[config.mk]
export PLATFORM = sky130hd
export DESIGN_NAME = tap_prog_port
export DESIGN_NICKNAME = d
export VERILOG_FILES = /design/src/rtl/tap_prog_pkg.sv /design/src/rtl/tap_prog_port.sv
export SDC_FILE = /design/constraint.sdc
export NUM_CORES = 1
export LEC_CHECK = 0
export ABC_AREA = 1
export BUFFER_PORTS_ARGS = -buffer_cell sky130_fd_sc_hd__buf_2
export CORE_MARGIN = 5
export CORE_UTILIZATION = 55
export DETAILED_ROUTE_END_ITERATION = 6
export GPL_ROUTABILITY_DRIVEN = 0
export GPL_TIMING_DRIVEN = 0
export PLACE_DENSITY = 0.79
export SLEW_MARGIN = 0
export SYNTH_ARGS = -nofsm -noshare
export SYNTH_HDL_FRONTEND = slang
export SYNTH_SLANG_ARGS = --single-unit
[constraint.sdc]
create_clock -name ref_clk -period 35 [get_ports ref_clk]
set_input_delay 7 -clock ref_clk [delete_from_list [all_inputs] [get_ports ref_clk]]
set_output_delay 7 -clock ref_clk [all_outputs]
set_load 0.02 [all_outputs]
[src/rtl/tap_prog_pkg.sv]
/*
 * Constants and types for the serial configuration programming port:
 * instruction codes, shift path lengths and controller states.
 * Assumes a single 6-bit instruction register and one shared scan path.
 */
package tap_prog_pkg;

    localparam int IR_LEN     = 6;
    localparam int SR_LEN     = 81;
    localparam int LEN_W      = 7;
    localparam int LA_ADDR_W  = 75;
    localparam int LA_DATA_W  = 81;
    localparam int CA_ADDR_W  = 4;
    localparam int CA_DATA_W  = 41;
    localparam int STATUS_W   = 12;
    localparam int SIG_W      = 16;
    localparam int ID_W       = 32;
    localparam int SYNC_W     = 3;
    // Count of rising test clock edges in idle; an operation fires on this one
    localparam logic [1:0] RTI_FIRE_EDGE = 2'h2;

    // Scan path lengths
    localparam logic [LEN_W-1:0] LEN_BYPASS  = 7'h01;
    localparam logic [LEN_W-1:0] LEN_LA_ADDR = 7'h4B;
    localparam logic [LEN_W-1:0] LEN_LA_DATA = 7'h51;
    localparam logic [LEN_W-1:0] LEN_CA_ADDR = 7'h04;
    localparam logic [LEN_W-1:0] LEN_CA_DATA = 7'h29;
    localparam logic [LEN_W-1:0] LEN_ID      = 7'h20;
    localparam logic [LEN_W-1:0] LEN_STATUS  = 7'h0C;
    localparam logic [LEN_W-1:0] LEN_SIG     = 7'h10;

    // Instruction codes
    localparam logic [5:0] OP_EXTEST          = 6'h00;
    localparam logic [5:0] OP_LA_ADDR_SELECT  = 6'h01;
    localparam logic [5:0] OP_LA_DATA_SELECT  = 6'h02;
    localparam logic [5:0] OP_AND_ERASE       = 6'h03;
    localparam logic [5:0] OP_ARCH_ERASE      = 6'h04;
    localparam logic [5:0] OP_LOGIC_COL_PROG  = 6'h05;
    localparam logic [5:0] OP_FUSE_PROG       = 6'h06;
    localparam logic [5:0] OP_BYPASS          = 6'h07;
    localparam logic [5:0] OP_LOGIC_COL_READ  = 6'h08;
    localparam logic [5:0] OP_DISCHARGE       = 6'h09;
    localparam logic [5:0] OP_CA_ADDR_SELECT  = 6'h0A;
    localparam logic [5:0] OP_CA_DATA_SELECT  = 6'h0B;
    localparam logic [5:0] OP_CFG_ERASE       = 6'h0C;
    localparam logic [5:0] OP_CFG_COL_PROG    = 6'h0D;
    localparam logic [5:0] OP_CFG_COL_READ    = 6'h0E;
    localparam logic [5:0] OP_FULL_ERASE      = 6'h16;
    localparam logic [5:0] OP_SAFE_HOLD       = 6'h17;
    localparam logic [5:0] OP_PROG_ENTER      = 6'h18;
    localparam logic [5:0] OP_IDCODE         = 6'h19;
    localparam logic [5:0] OP_PROG_EXIT       = 6'h1A;
    localparam logic [5:0] OP_STATUS_SELECT   = 6'h1B;
    localparam logic [5:0] OP_SAMPLE          = 6'h1C;
    localparam logic [5:0] OP_SIG_ERASE       = 6'h1D;
    localparam logic [5:0] OP_SIG_SHIFT       = 6'h1E;
    localparam logic [5:0] OP_SIG_PROG        = 6'h1F;

    typedef enum logic [15:0] {
        st_reset    = 16'h0001,
        st_idle     = 16'h0002,
        st_sel_dr   = 16'h0004,
        st_cap_dr   = 16'h0008,
        st_shift_dr = 16'h0010,
        st_ex1_dr   = 16'h0020,
        st_pause_dr = 16'h0040,
        st_ex2_dr   = 16'h0080,
        st_upd_dr   = 16'h0100,
        st_sel_ir   = 16'h0200,
        st_cap_ir   = 16'h0400,
        st_shift_ir = 16'h0800,
        st_ex1_ir   = 16'h1000,
        st_pause_ir = 16'h2000,
        st_ex2_ir   = 16'h4000,
        st_upd_ir   = 16'h8000
    } tap_state_type;

endpackage

[src/rtl/tap_prog_port.sv]
/*
 * Serial test access port that programs and checks the nonvolatile
 * configuration memory: 16-state controller, 6-bit instruction register,
 * bypass, identification, address, data, status and signature paths.
 * Assumes the test pins arrive asynchronously and that ref_clk runs well
 * above four times the test clock; memory ports are on ref_clk.
 */
// Behaviour
// - Inputs sampled on tck rise; tdo changes on tck fall.
// - Sixteen-state controller stepped by tms sampled at each rise.
// - Tms held high reaches the reset state within five tck rises.
// - Power-up in reset state; leaving it goes to idle.
// - Capture data parallel-loads the path chosen by the instruction.
// - Capture-IR loads identity code; default data scan reads identity.
// - Capture, shift, exit1, pause, exit2, update in standard order.
// - Program, erase, verify, discharge start at next idle; others act at update.
// - Instruction register is six bits; six bits per instruction scan.
// - Code 000111 and top-bit-set codes select one-bit bypass.
// - External-test and sample/preload codes act exactly as bypass.
// - Identity code selects 32-bit identity path; outputs stay normal outside programming mode.
// - Identity readable right after power-up or reset state.
// - Array access and operation codes hold outputs safe.
// - Safe hold: open drains released, gate drivers forced low.
// - Code 011000 enters programming mode; 011010 leaves it.
// - Logic array: 75-bit address, 81-bit data, program, read.
// - Config array: 4-bit address, 41-bit data, program, read.
// - Bulk erase of AND, architecture, config, signature; full erase.
// - Security fuse program and voltage discharge instructions.
// - Status code connects 12-bit comparator status path.
// - Signature shift loads stored 16 bits; companion programs back.
// - Erase and program fire at second idle rise, mode enabled.
// - Entering reset state cancels programming mode like exit code.
// - Status code latches comparator outputs in capture data.
`timescale 1ns/1ns
`default_nettype none

module tap_prog_port
    import tap_prog_pkg::*;
#(
    // Arbitrary identity value, no meaning beyond this design
    parameter logic [ID_W-1:0] ID_VALUE = 32'h0000_1001
) (
    // Clock and reset
    input  wire logic                 ref_clk,
    input  wire logic                 reset,
    // Test pins
    input  wire logic                 tck,
    input  wire logic                 tms,
    input  wire logic                 tdi,
    output logic                      tdo,
    output logic                      tdo_oe_n,
    // Analog monitor results
    input  wire logic [STATUS_W-1:0]  comparator_status,
    // Nonvolatile memory side
    input  wire logic [LA_DATA_W-1:0] logic_read_data,
    input  wire logic [CA_DATA_W-1:0] config_read_data,
    input  wire logic [SIG_W-1:0]     user_signature_stored,
    output logic [LA_ADDR_W-1:0]      logic_address,
    output logic [LA_DATA_W-1:0]      logic_data,
    output logic [CA_ADDR_W-1:0]      config_address,
    output logic [CA_DATA_W-1:0]      config_data,
    output logic [SIG_W-1:0]          user_signature,
    output logic [5:0]                nvm_op_code,
    output logic                      nvm_op_pulse,
    // Device output control
    output logic                      programming_mode,
    output logic                      outputs_safe_hold
);

    typedef struct packed {
        logic [SYNC_W-1:0]    tck_s;
        logic [SYNC_W-1:0]    tms_s;
        logic [SYNC_W-1:0]    tdi_s;
        logic [SYNC_W-1:0][STATUS_W-1:0] cmp_s;
        logic                 tck_f;
        logic                 tms_f;
        logic                 tdi_f;
        logic [STATUS_W-1:0]  cmp_f;
        tap_state_type        tap;
        logic [IR_LEN-1:0]    ir_sr;
        logic [IR_LEN-1:0]    ir;
        logic [SR_LEN-1:0]    sr;
        logic [LA_ADDR_W-1:0] la_addr;
        logic [LA_DATA_W-1:0] la_data;
        logic [CA_ADDR_W-1:0] ca_addr;
        logic [CA_DATA_W-1:0] ca_data;
        logic [SIG_W-1:0]     sig;
        logic                 prog;
        logic                 armed;
        logic [1:0]           rti_cnt;
        logic [5:0]           op_code;
        logic                 op_pulse;
        logic                 tdo;
        logic                 tdo_oe_n;
        logic                 safe;
    } state_type;

    localparam state_type RESET_STATE = '{
        tap:      st_reset,
        ir:       OP_IDCODE,
        tdo_oe_n: 1'b1,
        default:  '0
    };

    state_type s_q;
    state_type s_d;

    // Level filter: a bit changes only when stages two and three agree
    function automatic logic [STATUS_W-1:0] filt(
        input logic [STATUS_W-1:0] s2,
        input logic [STATUS_W-1:0] s3,
        input logic [STATUS_W-1:0] cur);
        filt = (~(s2 ^ s3) & s3) | ((s2 ^ s3) & cur);
    endfunction

    function automatic logic [LEN_W-1:0] dr_len(input logic [5:0] op);
        unique case (op)
            OP_LA_ADDR_SELECT:                    dr_len = LEN_LA_ADDR;
            OP_LA_DATA_SELECT, OP_LOGIC_COL_READ: dr_len = LEN_LA_DATA;
            OP_CA_ADDR_SELECT:                    dr_len = LEN_CA_ADDR;
            OP_CA_DATA_SELECT, OP_CFG_COL_READ:   dr_len = LEN_CA_DATA;
            OP_IDCODE:                            dr_len = LEN_ID;
            OP_STATUS_SELECT:                     dr_len = LEN_STATUS;
            OP_SIG_SHIFT:                         dr_len = LEN_SIG;
            default: dr_len = LEN_BYPASS;
        endcase
    endfunction

    // Operations that run in idle; a read is the verify step
    function automatic logic runs_in_idle(input logic [5:0] op);
        runs_in_idle = op inside {OP_AND_ERASE, OP_ARCH_ERASE,
            OP_LOGIC_COL_PROG, OP_FUSE_PROG, OP_LOGIC_COL_READ,
            OP_DISCHARGE, OP_CFG_ERASE, OP_CFG_COL_PROG, OP_CFG_COL_READ,
            OP_FULL_ERASE, OP_SIG_ERASE, OP_SIG_PROG};
    endfunction

    function automatic logic needs_prog(input logic [5:0] op);
        needs_prog = op inside {OP_AND_ERASE, OP_ARCH_ERASE,
            OP_LOGIC_COL_PROG, OP_FUSE_PROG, OP_CFG_ERASE, OP_CFG_COL_PROG,
            OP_FULL_ERASE, OP_SIG_ERASE, OP_SIG_PROG};
    endfunction

    function automatic logic holds_safe(input logic [5:0] op);
        holds_safe = runs_in_idle(op) | (op inside {OP_LA_ADDR_SELECT,
            OP_LA_DATA_SELECT, OP_CA_ADDR_SELECT, OP_CA_DATA_SELECT,
            OP_SAFE_HOLD, OP_PROG_ENTER});
    endfunction

    function automatic tap_state_type tap_next(input tap_state_type st,
                                               input logic m);
        unique case (st)
            st_reset:    tap_next = m ? st_reset    : st_idle;
            st_idle:     tap_next = m ? st_sel_dr   : st_idle;
            st_sel_dr:   tap_next = m ? st_sel_ir   : st_cap_dr;
            st_cap_dr:   tap_next = m ? st_ex1_dr   : st_shift_dr;
            st_shift_dr: tap_next = m ? st_ex1_dr   : st_shift_dr;
            st_ex1_dr:   tap_next = m ? st_upd_dr   : st_pause_dr;
            st_pause_dr: tap_next = m ? st_ex2_dr   : st_pause_dr;
            st_ex2_dr:   tap_next = m ? st_upd_dr   : st_shift_dr;
            st_upd_dr:   tap_next = m ? st_sel_dr   : st_idle;
            st_sel_ir:   tap_next = m ? st_reset    : st_cap_ir;
            st_cap_ir:   tap_next = m ? st_ex1_ir   : st_shift_ir;
            st_shift_ir: tap_next = m ? st_ex1_ir   : st_shift_ir;
            st_ex1_ir:   tap_next = m ? st_upd_ir   : st_pause_ir;
            st_pause_ir: tap_next = m ? st_ex2_ir   : st_pause_ir;
            st_ex2_ir:   tap_next = m ? st_upd_ir   : st_shift_ir;
            st_upd_ir:   tap_next = m ? st_sel_dr   : st_idle;
            default:     tap_next = st_reset;
        endcase
    endfunction

    always_comb begin
        logic       rise;
        logic       fall;
        logic [LEN_W-1:0] len;
        rise = 1'b0;
        fall = 1'b0;
        len  = dr_len(s_q.ir);
        s_d  = s_q;
        s_d.op_pulse = 1'b0;

        // Three-stage synchronisers; only stages two and three are read
        s_d.tck_s = {s_q.tck_s[1:0], tck};
        s_d.tms_s = {s_q.tms_s[1:0], tms};
        s_d.tdi_s = {s_q.tdi_s[1:0], tdi};
        s_d.cmp_s = {s_q.cmp_s[1:0], comparator_status};
        s_d.tck_f = (s_q.tck_s[1] == s_q.tck_s[2]) ? s_q.tck_s[2] : s_q.tck_f;
        s_d.tms_f = (s_q.tms_s[1] == s_q.tms_s[2]) ? s_q.tms_s[2] : s_q.tms_f;
        s_d.tdi_f = (s_q.tdi_s[1] == s_q.tdi_s[2]) ? s_q.tdi_s[2] : s_q.tdi_f;
        s_d.cmp_f = filt(s_q.cmp_s[1], s_q.cmp_s[2], s_q.cmp_f);
        rise = s_d.tck_f & ~s_q.tck_f;
        fall = ~s_d.tck_f & s_q.tck_f;

        // Filtered levels settle no later than the clock, so they are stable
        if (rise) begin
            s_d.tap = tap_next(s_q.tap, s_d.tms_f);
            unique case (s_q.tap)
                st_idle: begin
                    s_d.rti_cnt = s_q.rti_cnt + 2'h1;
                    if (s_q.armed && s_d.rti_cnt == RTI_FIRE_EDGE) begin
                        s_d.armed = 1'b0;
                        if (s_q.prog || !needs_prog(s_q.ir)) begin
                            s_d.op_code  = s_q.ir;
                            s_d.op_pulse = 1'b1;
                        end
                    end
                end
                st_cap_ir: s_d.ir_sr = OP_IDCODE;
                st_shift_ir: begin
                    s_d.ir_sr = {s_d.tdi_f, s_q.ir_sr[IR_LEN-1:1]};
                end
                st_upd_ir: begin
                    s_d.ir      = s_q.ir_sr;
                    s_d.armed   = runs_in_idle(s_q.ir_sr);
                    s_d.rti_cnt = 2'h0;
                    if (s_q.ir_sr == OP_PROG_ENTER) begin
                        s_d.prog = 1'b1;
                    end
                    if (s_q.ir_sr == OP_PROG_EXIT) begin
                        s_d.prog = 1'b0;
                    end
                end
                st_cap_dr: begin
                    s_d.sr = '0;
                    unique case (s_q.ir)
                        OP_LA_ADDR_SELECT: s_d.sr[LA_ADDR_W-1:0] = s_q.la_addr;
                        OP_LA_DATA_SELECT,
                        OP_LOGIC_COL_READ: s_d.sr = logic_read_data;
                        OP_CA_ADDR_SELECT: s_d.sr[CA_ADDR_W-1:0] = s_q.ca_addr;
                        OP_CA_DATA_SELECT,
                        OP_CFG_COL_READ: begin
                            s_d.sr[CA_DATA_W-1:0] = config_read_data;
                        end
                        OP_IDCODE:  s_d.sr[ID_W-1:0] = ID_VALUE;
                        OP_STATUS_SELECT: begin
                            s_d.sr[STATUS_W-1:0] = s_q.cmp_f;
                        end
                        OP_SIG_SHIFT: begin
                            s_d.sr[SIG_W-1:0] = user_signature_stored;
                        end
                        default: s_d.sr = '0;
                    endcase
                end
                st_shift_dr: begin
                    s_d.sr = s_q.sr >> 1;
                    s_d.sr[len - 7'h01] = s_d.tdi_f;
                end
                st_upd_dr: begin
                    unique case (s_q.ir)
                        OP_LA_ADDR_SELECT: s_d.la_addr = s_q.sr[LA_ADDR_W-1:0];
                        OP_LA_DATA_SELECT, OP_LOGIC_COL_READ: begin
                            s_d.la_data = s_q.sr;
                        end
                        OP_CA_ADDR_SELECT: s_d.ca_addr = s_q.sr[CA_ADDR_W-1:0];
                        OP_CA_DATA_SELECT, OP_CFG_COL_READ: begin
                            s_d.ca_data = s_q.sr[CA_DATA_W-1:0];
                        end
                        OP_SIG_SHIFT: s_d.sig = s_q.sr[SIG_W-1:0];
                        default: s_d.sig = s_q.sig;
                    endcase
                end
                default: s_d.rti_cnt = 2'h0;
            endcase
            if (s_q.tap != st_idle && s_q.tap != st_upd_ir) begin
                s_d.rti_cnt = 2'h0;
            end
            // Cleared on entry, so five tms-high rises are enough
            if (s_d.tap == st_reset) begin
                s_d.ir    = OP_IDCODE;
                s_d.prog  = 1'b0;
                s_d.armed = 1'b0;
            end
        end

        // Output changes on the falling edge, after the state has moved
        if (fall) begin
            s_d.tdo_oe_n = ~(s_q.tap == st_shift_ir || s_q.tap == st_shift_dr);
            if (s_q.tap == st_shift_ir) begin
                s_d.tdo = s_q.ir_sr[0];
            end else if (s_q.tap == st_shift_dr) begin
                s_d.tdo = s_q.sr[0];
            end
        end

        // Programming mode alone keeps outputs safe too
        s_d.safe = s_d.prog | holds_safe(s_d.ir);
    end

    always_ff @(posedge ref_clk or posedge reset) begin
        if (reset) begin
            s_q <= RESET_STATE;
        end else begin
            s_q <= s_d;
        end
    end

    assign tdo               = s_q.tdo;
    assign tdo_oe_n          = s_q.tdo_oe_n;
    assign logic_address     = s_q.la_addr;
    assign logic_data        = s_q.la_data;
    assign config_address    = s_q.ca_addr;
    assign config_data       = s_q.ca_data;
    assign user_signature    = s_q.sig;
    assign nvm_op_code       = s_q.op_code;
    assign nvm_op_pulse      = s_q.op_pulse;
    assign programming_mode  = s_q.prog;
    assign outputs_safe_hold = s_q.safe;

endmodule // tap_prog_port

`default_nettype wire

# Yosys cells after proc, flatten, opt, wreduce, memory -nomap -nowiden
# Memories as Yosys holds them, arrays and structs flattened.
# Index checks and enable logic that the tools add are counted.
# classes
n_addsub	2
order_cmp	2
n_eq_ne	75
mux	52
n_bitwise	12
reduce_logical	31
# op_table
operator	n
315-bit two-way mux	1
217-bit two-way mux	1
16-bit case mux with 12 select lines	1
81-bit case mux with 2 select lines	1
6-bit by 4-bit equality test with 1-bit output (second input constant)	18
6-bit by 5-bit equality test with 1-bit output (second input constant)	16
81-bit bitwise mux	1
81-bit two-way mux	1
75-bit two-way mux	1
34-bit case mux with 2 select lines	1
16-bit two-way mux	4
6-bit by 3-bit equality test with 1-bit output (second input constant)	9
16-bit case mux with 3 select lines	1
41-bit two-way mux	1
8-bit case mux with 5 select lines	1
16-bit by 1-bit equality test with 1-bit output (second input constant)	2
6-bit by 2-bit equality test with 1-bit output (second input constant)	5
7-bit two-way mux	4
4-bit case mux with 7 select lines	1
9-bit case mux with 3 select lines	1
12-bit bitwise AND	2
6-bit two-way mux	4
12-bit nonzero test	2
4-bit case mux with 5 select lines	1
59 further kinds	94
# totals
regBits	400
romBits	224
input_bits	155
output_inout_bits	228
elab_cells	202
memories	1
# memory_table
name	depth	word_bits	rd	rd_ports_with_merged_regs	wr	line_no	text
(no name shown)	32	7	1	0	0	tap_prog_port.sv:117	unique case (op)

# Longest topological paths before layout
# Gate-level depths: netlist of run 1.
# An unclocked memory read counts as a cell.
# depth
depth_word	14
depth_mapped	19
mapped_depth_nobuf	19

# Worst setup path before layout of run 1
# No wires, ideal clock.
# synth_path
path_kind	input port to flip-flop
from	input user_signature_stored[1]
to	register s_q[232] in the netlist's numbering
setup_ns	0.122
t_arrival_ns	7.603
slack_ns	27.276
cell_stages	5
n_path_buf	0
cell_sequence	a22o_1 -> a21oi_1 -> nand4_1 -> a21oi_1 -> a21oi_2
# synth_between
elab_chain_len	2
# synth_rtl
element	line_no	text
start, declared	tap_prog_port.sv:57	input wire logic [SIG_W-1:0] user_signature_stored,
4-bit case mux with 7 select lines	tap_prog_port.sv:225	unique case (s_q.ir)
81-bit case mux with 2 select lines	tap_prog_port.sv:197	unique case (s_q.tap)
end signal, assigned	tap_prog_port.sv:291	s_q <= RESET_STATE;
end signal, assigned	tap_prog_port.sv:293	s_q <= s_d;
end, declared	tap_prog_port.sv:105	state_type s_q;
# Every way passes these cells.
# A chain may end at the register's enable or synchronous reset.

# Final worst setup path of run 1
# layout_path
from	register s_q (netlist bit logic_address[7])
to	output logic_address[7]
# layout_rtl
element	line_no	text
end, declared	tap_prog_port.sv:58	output logic [LA_ADDR_W-1:0] logic_address,
# No word-level cell between the ends.

==> reports/metrics.cfg, run 1 <==
[run_status]
run_status = finished with violations
violations = design-rule violations

[clock_network]
postCtsSetupBuffers = 0
cts_made_buffers = 43
cts_root_buf = clkbuf_16
cts-htree-levels = 2
cts_resized = 0
hold_buffers = 0
cts_sinks = 400
clockBufferDepth = 3
insertion_delay_ns = 0.55
clk_pin_slew_worst_paths_ns = 0.06
cts_tree = built

[grt]
grt_max_degree = 118
grtUsageTotal_pct = 32.0
overflow = 0
grt_pass1_wl_um = 98900
grt_antenna_before_repair = 2
grt_pass1_vias = 17800

[logic_synthesis]
synthFlopType = dfrtp_1
synth_top_family_by_area = simple AND/OR/NAND/NOR gates
yosysWarnings = 0
ys_types = 53
synth_compound_area_share_pct = 14.3
syn_area_per_cell_um2 = 8.61
synth-edff-count = 0
synth-seq-cells = 400
synth_simple_gate_area_share_pct = 19.5
synthesis.nets = 2457
syn_inst = 2296
synth_mux_area_share_pct = 0.171
synth_area_um2 = 19800
yosysSeqAreaShare_pct = 50.6
synth_async_sr_flop_share_pct = 100
synth-adder-area-share_pct = 0.987
synth-xor-area-share_pct = 0.462

[power]
total_power_uw = 1230
p_per_area_nw_per_um2 = 51.6
peakVddDrop_v = 0.0000443
leakage_uw = 0.0124

[setup_path]
worst_ep_required_time_ns = 28.00
r2r_cells = 16
r2r_setup_slack_ns = 30.56
rr_endpoint = s_q[297]
startpoint_type = register
cp_max_fo = 3
r2r_start = s_q[312]
worst-setup-path-type = register to output port
end_kind = output port
critPathArrivalTime_ns = 1.31

[timing]
hold_violations = 0
worst_pin_slew_ns = 1.21
setup_viol = 0
worst_slack_ns = 26.69
period_share_pct = 23.7
relSlewSlack_pct = 19.3
slew_viol_final = 0
fin_crit_ns = 8.31
fin_setup_tns_ns = 0
rsz0062_at_grt = no
fmax_mhz = 120
finalClockSkew_ns = 0.0250

[worst_hold_path]
min_to = s_d[380]
hp-start = s_d[368]
worstHoldPathCells = 0
holdCritPathClass = register to register

[detailed_routing]
dr.pass1.iters = 7
wl_met2_um = 30400
vias = 18200
antenna_left = 0
wl_per_cell_um = 20.2
drt_iter0_drc = 1832
wl_met3_um = 6470
routed.top_layer = met4
drc = 20
wirelength_um = 65300
vias_per_cell = 5.63
wl_met1_um = 25200

[cells_and_area]
area_growth_pct = 20.6
final.fill_count = 2896
mostFrequentLayoutCells = nand2_1, dfrtp_1, buf_2
regArea_um2 = 10000
drive_gt1_share_pct = 27.5
multiInputGateArea_um2 = 6990
final_common_cell = nand2_1
nets = 2887

[die]
num_io_pins = 383
core_area_um2 = 35600
start_util_pct = 55.6
fp.dieW_um = 200
die_area_um2 = 39900
fp.dieH_um = 200
rows = 69

[placement]
port_buffers = 382
dpl.hpwl_um = 48600
dp_slack_ns = 26.47

[run]
maxCapViolCount = 0

[kinds of logic (layout without fill, tap and decap cells)]
kind of cell | count (synthesis) | in the layout
AND/OR/NAND/NOR | 880 | 880
buffers and inverters | 499 | 963
AO/OA/AOI/OAI | 492 | 492
flip-flops | 400 | 400
adder cells (fa/ha/maj) | 18 | 18
XOR/XNOR | 4 | 4
multiplexers | 3 | 3
other | 0 | 3
[critical path: stages, from the launching register on]
cell	delay [ns]
dfrtp_1	0.46
buf_4	0.17
buf_2	0.15
[metal layers]
layer / track usage [%] / vias up
met5: 0 / -
met4: 14.1 / 0
met3: 7.05 / 218
met2: 51.6 / 986
met1: 41.9 / 8727
li1: - / 8223
[through the flow]
stage	hold slack (ns)	instance area [um^2]	utilization [%]	instances
2_1_floorplan	0.331	19800	-	2296
3_3_place_gp	0.333	22300	62.6	3139
3_5_place_dp	0.336	22400	62.9	3142
4_1_cts	0.346	23800	67.0	3221
5_1_grt	0.347	23800	67.0	3223
6_report	0.344	23800	67.0	3224
[layout make-up]
type | count | area share (%)
well taps | 461 | 2.42
flip-flops and latches | 400 | 42.0
plain buffers | 343 | 9.12
inverters | 156 | 2.53
clock inverters | 20 | 0.924
repair buffers | 385 | 8.36
multi-input cells | 1397 | 29.3
clock buffers | 59 | 5.28
diodes | 3 | 0.0315
[worst max path at each step]
| stage | from | end | slack, ns | cells past startpoint |
|---|---|---|---|---|
| floorplan | reset | asynchronous set/reset pin | 16.88 | 1 |
| global placement | reset | logic_data[47] | 13.14 | 2 |
| detailed placement | reset | logic_data[42] | 26.47 | 4 |
| CTS | logic_address[7] | logic_address[7] | 26.68 | 2 |
| global route | logic_address[7] | logic_address[7] | 26.66 | 2 |
| finish | logic_address[7] | logic_address[7] | 26.69 | 2 |
[report_power, final]
group          internal (uW)  switching (uW)  leakage [uW]
logic                   73.6             203       0.00667
registers                473            7.16       0.00501
clock network            283             190      0.000731
total                    830             400        0.0124
[cells in the mapped netlist, types with 2 or more instances]
cell / number / area share [%]
nand2_4: 3 / 0.17
a22oi_1: 74 / 2.8
buf_2: 9 / 0.23
xor2_4: 3 / 0.42
a21oi_1: 118 / 3.0
nor2_8: 8 / 0.81
dfstp_2: 5 / 0.66
maj3_1: 12 / 0.61
inv_4: 4 / 0.13
ha_1: 6 / 0.38
inv_1: 142 / 2.7
a22o_1: 20 / 0.89
o211ai_1: 3 / 0.11
nand2_1: 536 / 10
clkbuf_1: 98 / 1.9
inv_2: 9 / 0.17
nor3_1: 4 / 0.10
buf_1: 7 / 0.13
o21ai_0: 242 / 6.1
a31oi_1: 7 / 0.22
nand3_1: 143 / 3.6
nor2_4: 8 / 0.46
a21oi_2: 3 / 0.13
nor2_1: 134 / 2.5
o22ai_1: 10 / 0.32
mux2_2: 3 / 0.17
nor2_2: 4 / 0.13
nor4_1: 2 / 0.063
buf_4: 225 / 8.5
nand4_1: 27 / 0.85
nand2_2: 4 / 0.13
a221oi_1: 2 / 0.089
buf_6: 4 / 0.23
nand3_2: 3 / 0.15
dfrtp_1: 395 / 50
a41oi_1: 2 / 0.089
[flip-flops by register name, summed over array words and instances, names as in the netlist, named ones only]
signal / count
s_q: 130
outputs_safe_hold: 1
nvm_op_pulse: 1
nvm_op_code: 6
tdo_oe_n: 1
programming_mode: 1
s_d: 30
logic_data: 81
config_data: 41
user_signature: 16
config_address: 4
tdo: 1
logic_address: 75
(Power assumes the default switching activity.)
==> run 2, diff against run 1 <==
clock period = 8.5 ns   (was 35 ns; I/O delays follow)
==> run 2 against run 1 <==
Net effect: the flow still finishes with violations (design-rule violations); worst hold slack about the same; critical path depth increased by 14; non-clock buffer count increased by 7; global-route usage decreased by 0.18 points; sequential power increased to 4.1 times the previous value; sequential cell count unchanged; setup slack got worse by 22 ns; total power increased to 4.1 times the previous value; clock skew decreased by 0.00074 ns; sequential share of layout area decreased by 0.16 points; die area unchanged; critical endpoint is now s_q[297]; largest power group unchanged.
==> reports/metrics.cfg, run 2 (synthesis results as in run 1) <==
[run_status]
run_status = finished with violations
violations = design-rule violations

[clock_network]
cts_resized = 0
hold_buffers = 0
cts_root_buf = clkbuf_16
cts-htree-levels = 2
clockBufferDepth = 3
clk_pin_slew_worst_paths_ns = 0.07
insertion_delay_ns = 0.54
cts_tree = built
cts_made_buffers = 42
cts_sinks = 400
postCtsSetupBuffers = 0

[cells_and_area]
mostFrequentLayoutCells = nand2_1, dfrtp_1, buf_2
area_growth_pct = 21.0
drive_gt1_share_pct = 27.5
final_common_cell = nand2_1
fin_area_um2 = 23900
largest_register = s_q
largest_reg_flops = 130
nets = 2893

[die]
die_area_um2 = 39900
start_util_pct = 55.6
core_area_um2 = 35600
num_io_pins = 383
fp.dieH_um = 200
fp.dieW_um = 200
rows = 69

[timing]
relSlewSlack_pct = 23.7
hold_violations = 0
slew_viol_final = 0
holdWs_ns = 0.344
worst_pin_slew_ns = 1.14
fin_setup_tns_ns = 0
rsz0062_at_grt = no
worst_slack_ns = 4.25
setup_viol = 0
fin_crit_ns = 4.25
period_share_pct = 50.0
finalClockSkew_ns = 0.0242
fmax_mhz = 235

[placement]
dpl.hpwl_um = 48800
port_buffers = 382
placed_area_um2 = 22500
dp_slack_ns = 4.35

[setup_path]
r2r_start = s_q[312]
slowest_delay_ns = 0.64
slowest_stage = clkbuf_1
worst-setup-path-type = register to register
end_kind = register
worstPathCellList = inv_1 -> ha_1 -> nand3_2 -> nor2_8 -> inv_4 -> o21ai_4 -> nor2_1 -> inv_1 -> ha_1 -> xor2_1 -> nand2_1 -> nor2_1 -> clkbuf_1 -> nand4_1 -> nand3_1 -> a22oi_1
critPathArrivalTime_ns = 4.63
worst_ep_required_time_ns = 8.88
startpoint_type = register
cp_max_fo = 10
crit_start = s_q[312]

[detailed_routing]
vias = 18100
drt_iter0_drc = 1727
antenna_left = 0
wl_per_cell_um = 20.2
vias_per_cell = 5.61
drc = 1
wirelength_um = 65100
dr.pass1.iters = 7

[grt]
grtUsageTotal_pct = 31.8
grt_pass1_vias = 17700
grt_antenna_before_repair = 5
overflow = 0
grt_max_degree = 45
grt_pass1_wl_um = 98500

[power]
p_per_area_nw_per_um2 = 208
peakVddDrop_v = 0.000155
total_power_uw = 4990
leakage_uw = 0.0124

[worst_hold_path]
holdCritPathClass = register to register
hp-start = s_d[373]

[run]
maxCapViolCount = 0

## run 2: cell count changes in the layout (fill, tap and decap cells not counted), moves of 2 or more
cell,previous run,this run
inv_8,3,0
clkinv_2,11,7
diode_2,3,5
buf_12,0,10
buf_16,3,0
clkinv_4,0,3
## run 2: cell type report
class / instances / area (um^2)
Fill cell: 2822 / 11600
Sequential cell: 400 / 10000
Multi-Input combinational cell: 1397 / 6990
Buffer: 343 / 2170
Timing Repair Buffer: 392 / 2110
Clock buffer: 61 / 1280
Inverter: 156 / 599
Tap cell: 461 / 577
Clock inverter: 15 / 175
Antenna cell: 5 / 12.5
## run 2: critical path, delay by kind of cell (launching register included)
family	cells	cell delay [ns]
adder cells (fa/ha/maj)	2	0.58
AO/OA/AOI/OAI	2	0.14
AND/OR/NAND/NOR	7	1.54
XOR/XNOR	1	0.24
buffers and inverters	4	1.04
flip-flops	1	0.58
## run 2: metrics by stage
| step | utilization, % | instances |
|---|---|---|
| final | 67.3 | 3230 |
| after floorplan | - | 2296 |
| after CTS | 67.3 | 3225 |
| after global routing | 67.3 | 3229 |
| after global placement | 62.6 | 3139 |
| after detailed placement | 63.2 | 3149 |
## run 2: layer usage
| layer | vias to the layer above | global-route usage (%) | wire length [um] |
|---|---|---|---|
| met4 | 2 | 13.0 | 3100 |
| met1 | 8652 | 42.1 | 25100 |
| met3 | 191 | 5.75 | 6120 |
| met5 | - | 0 | 7 |
| met2 | 1029 | 52.2 | 30800 |
| li1 | 8249 | - | - |
## run 2: where the power goes
| part | switching [uW] | internal, uW |
|---|---|---|
| Sequential | 29.7 | 1950 |
| Clock | 757 | 1140 |
| Combinational | 803 | 309 |
| Total | 1590 | 3400 |
## run 2: final timing paths
check / endpoint / slack [ns] / cells after the start
max reg2reg: s_q[297] / 4.25 / 16
min in group asynchronous: s_d[385] / 1.13 / 2
min reg2reg: s_d[385] / 0.34 / 0
max: s_q[297] / 4.25 / 16
max in group asynchronous: s_q[291] / 5.98 / 6
min: s_d[385] / 0.34 / 0
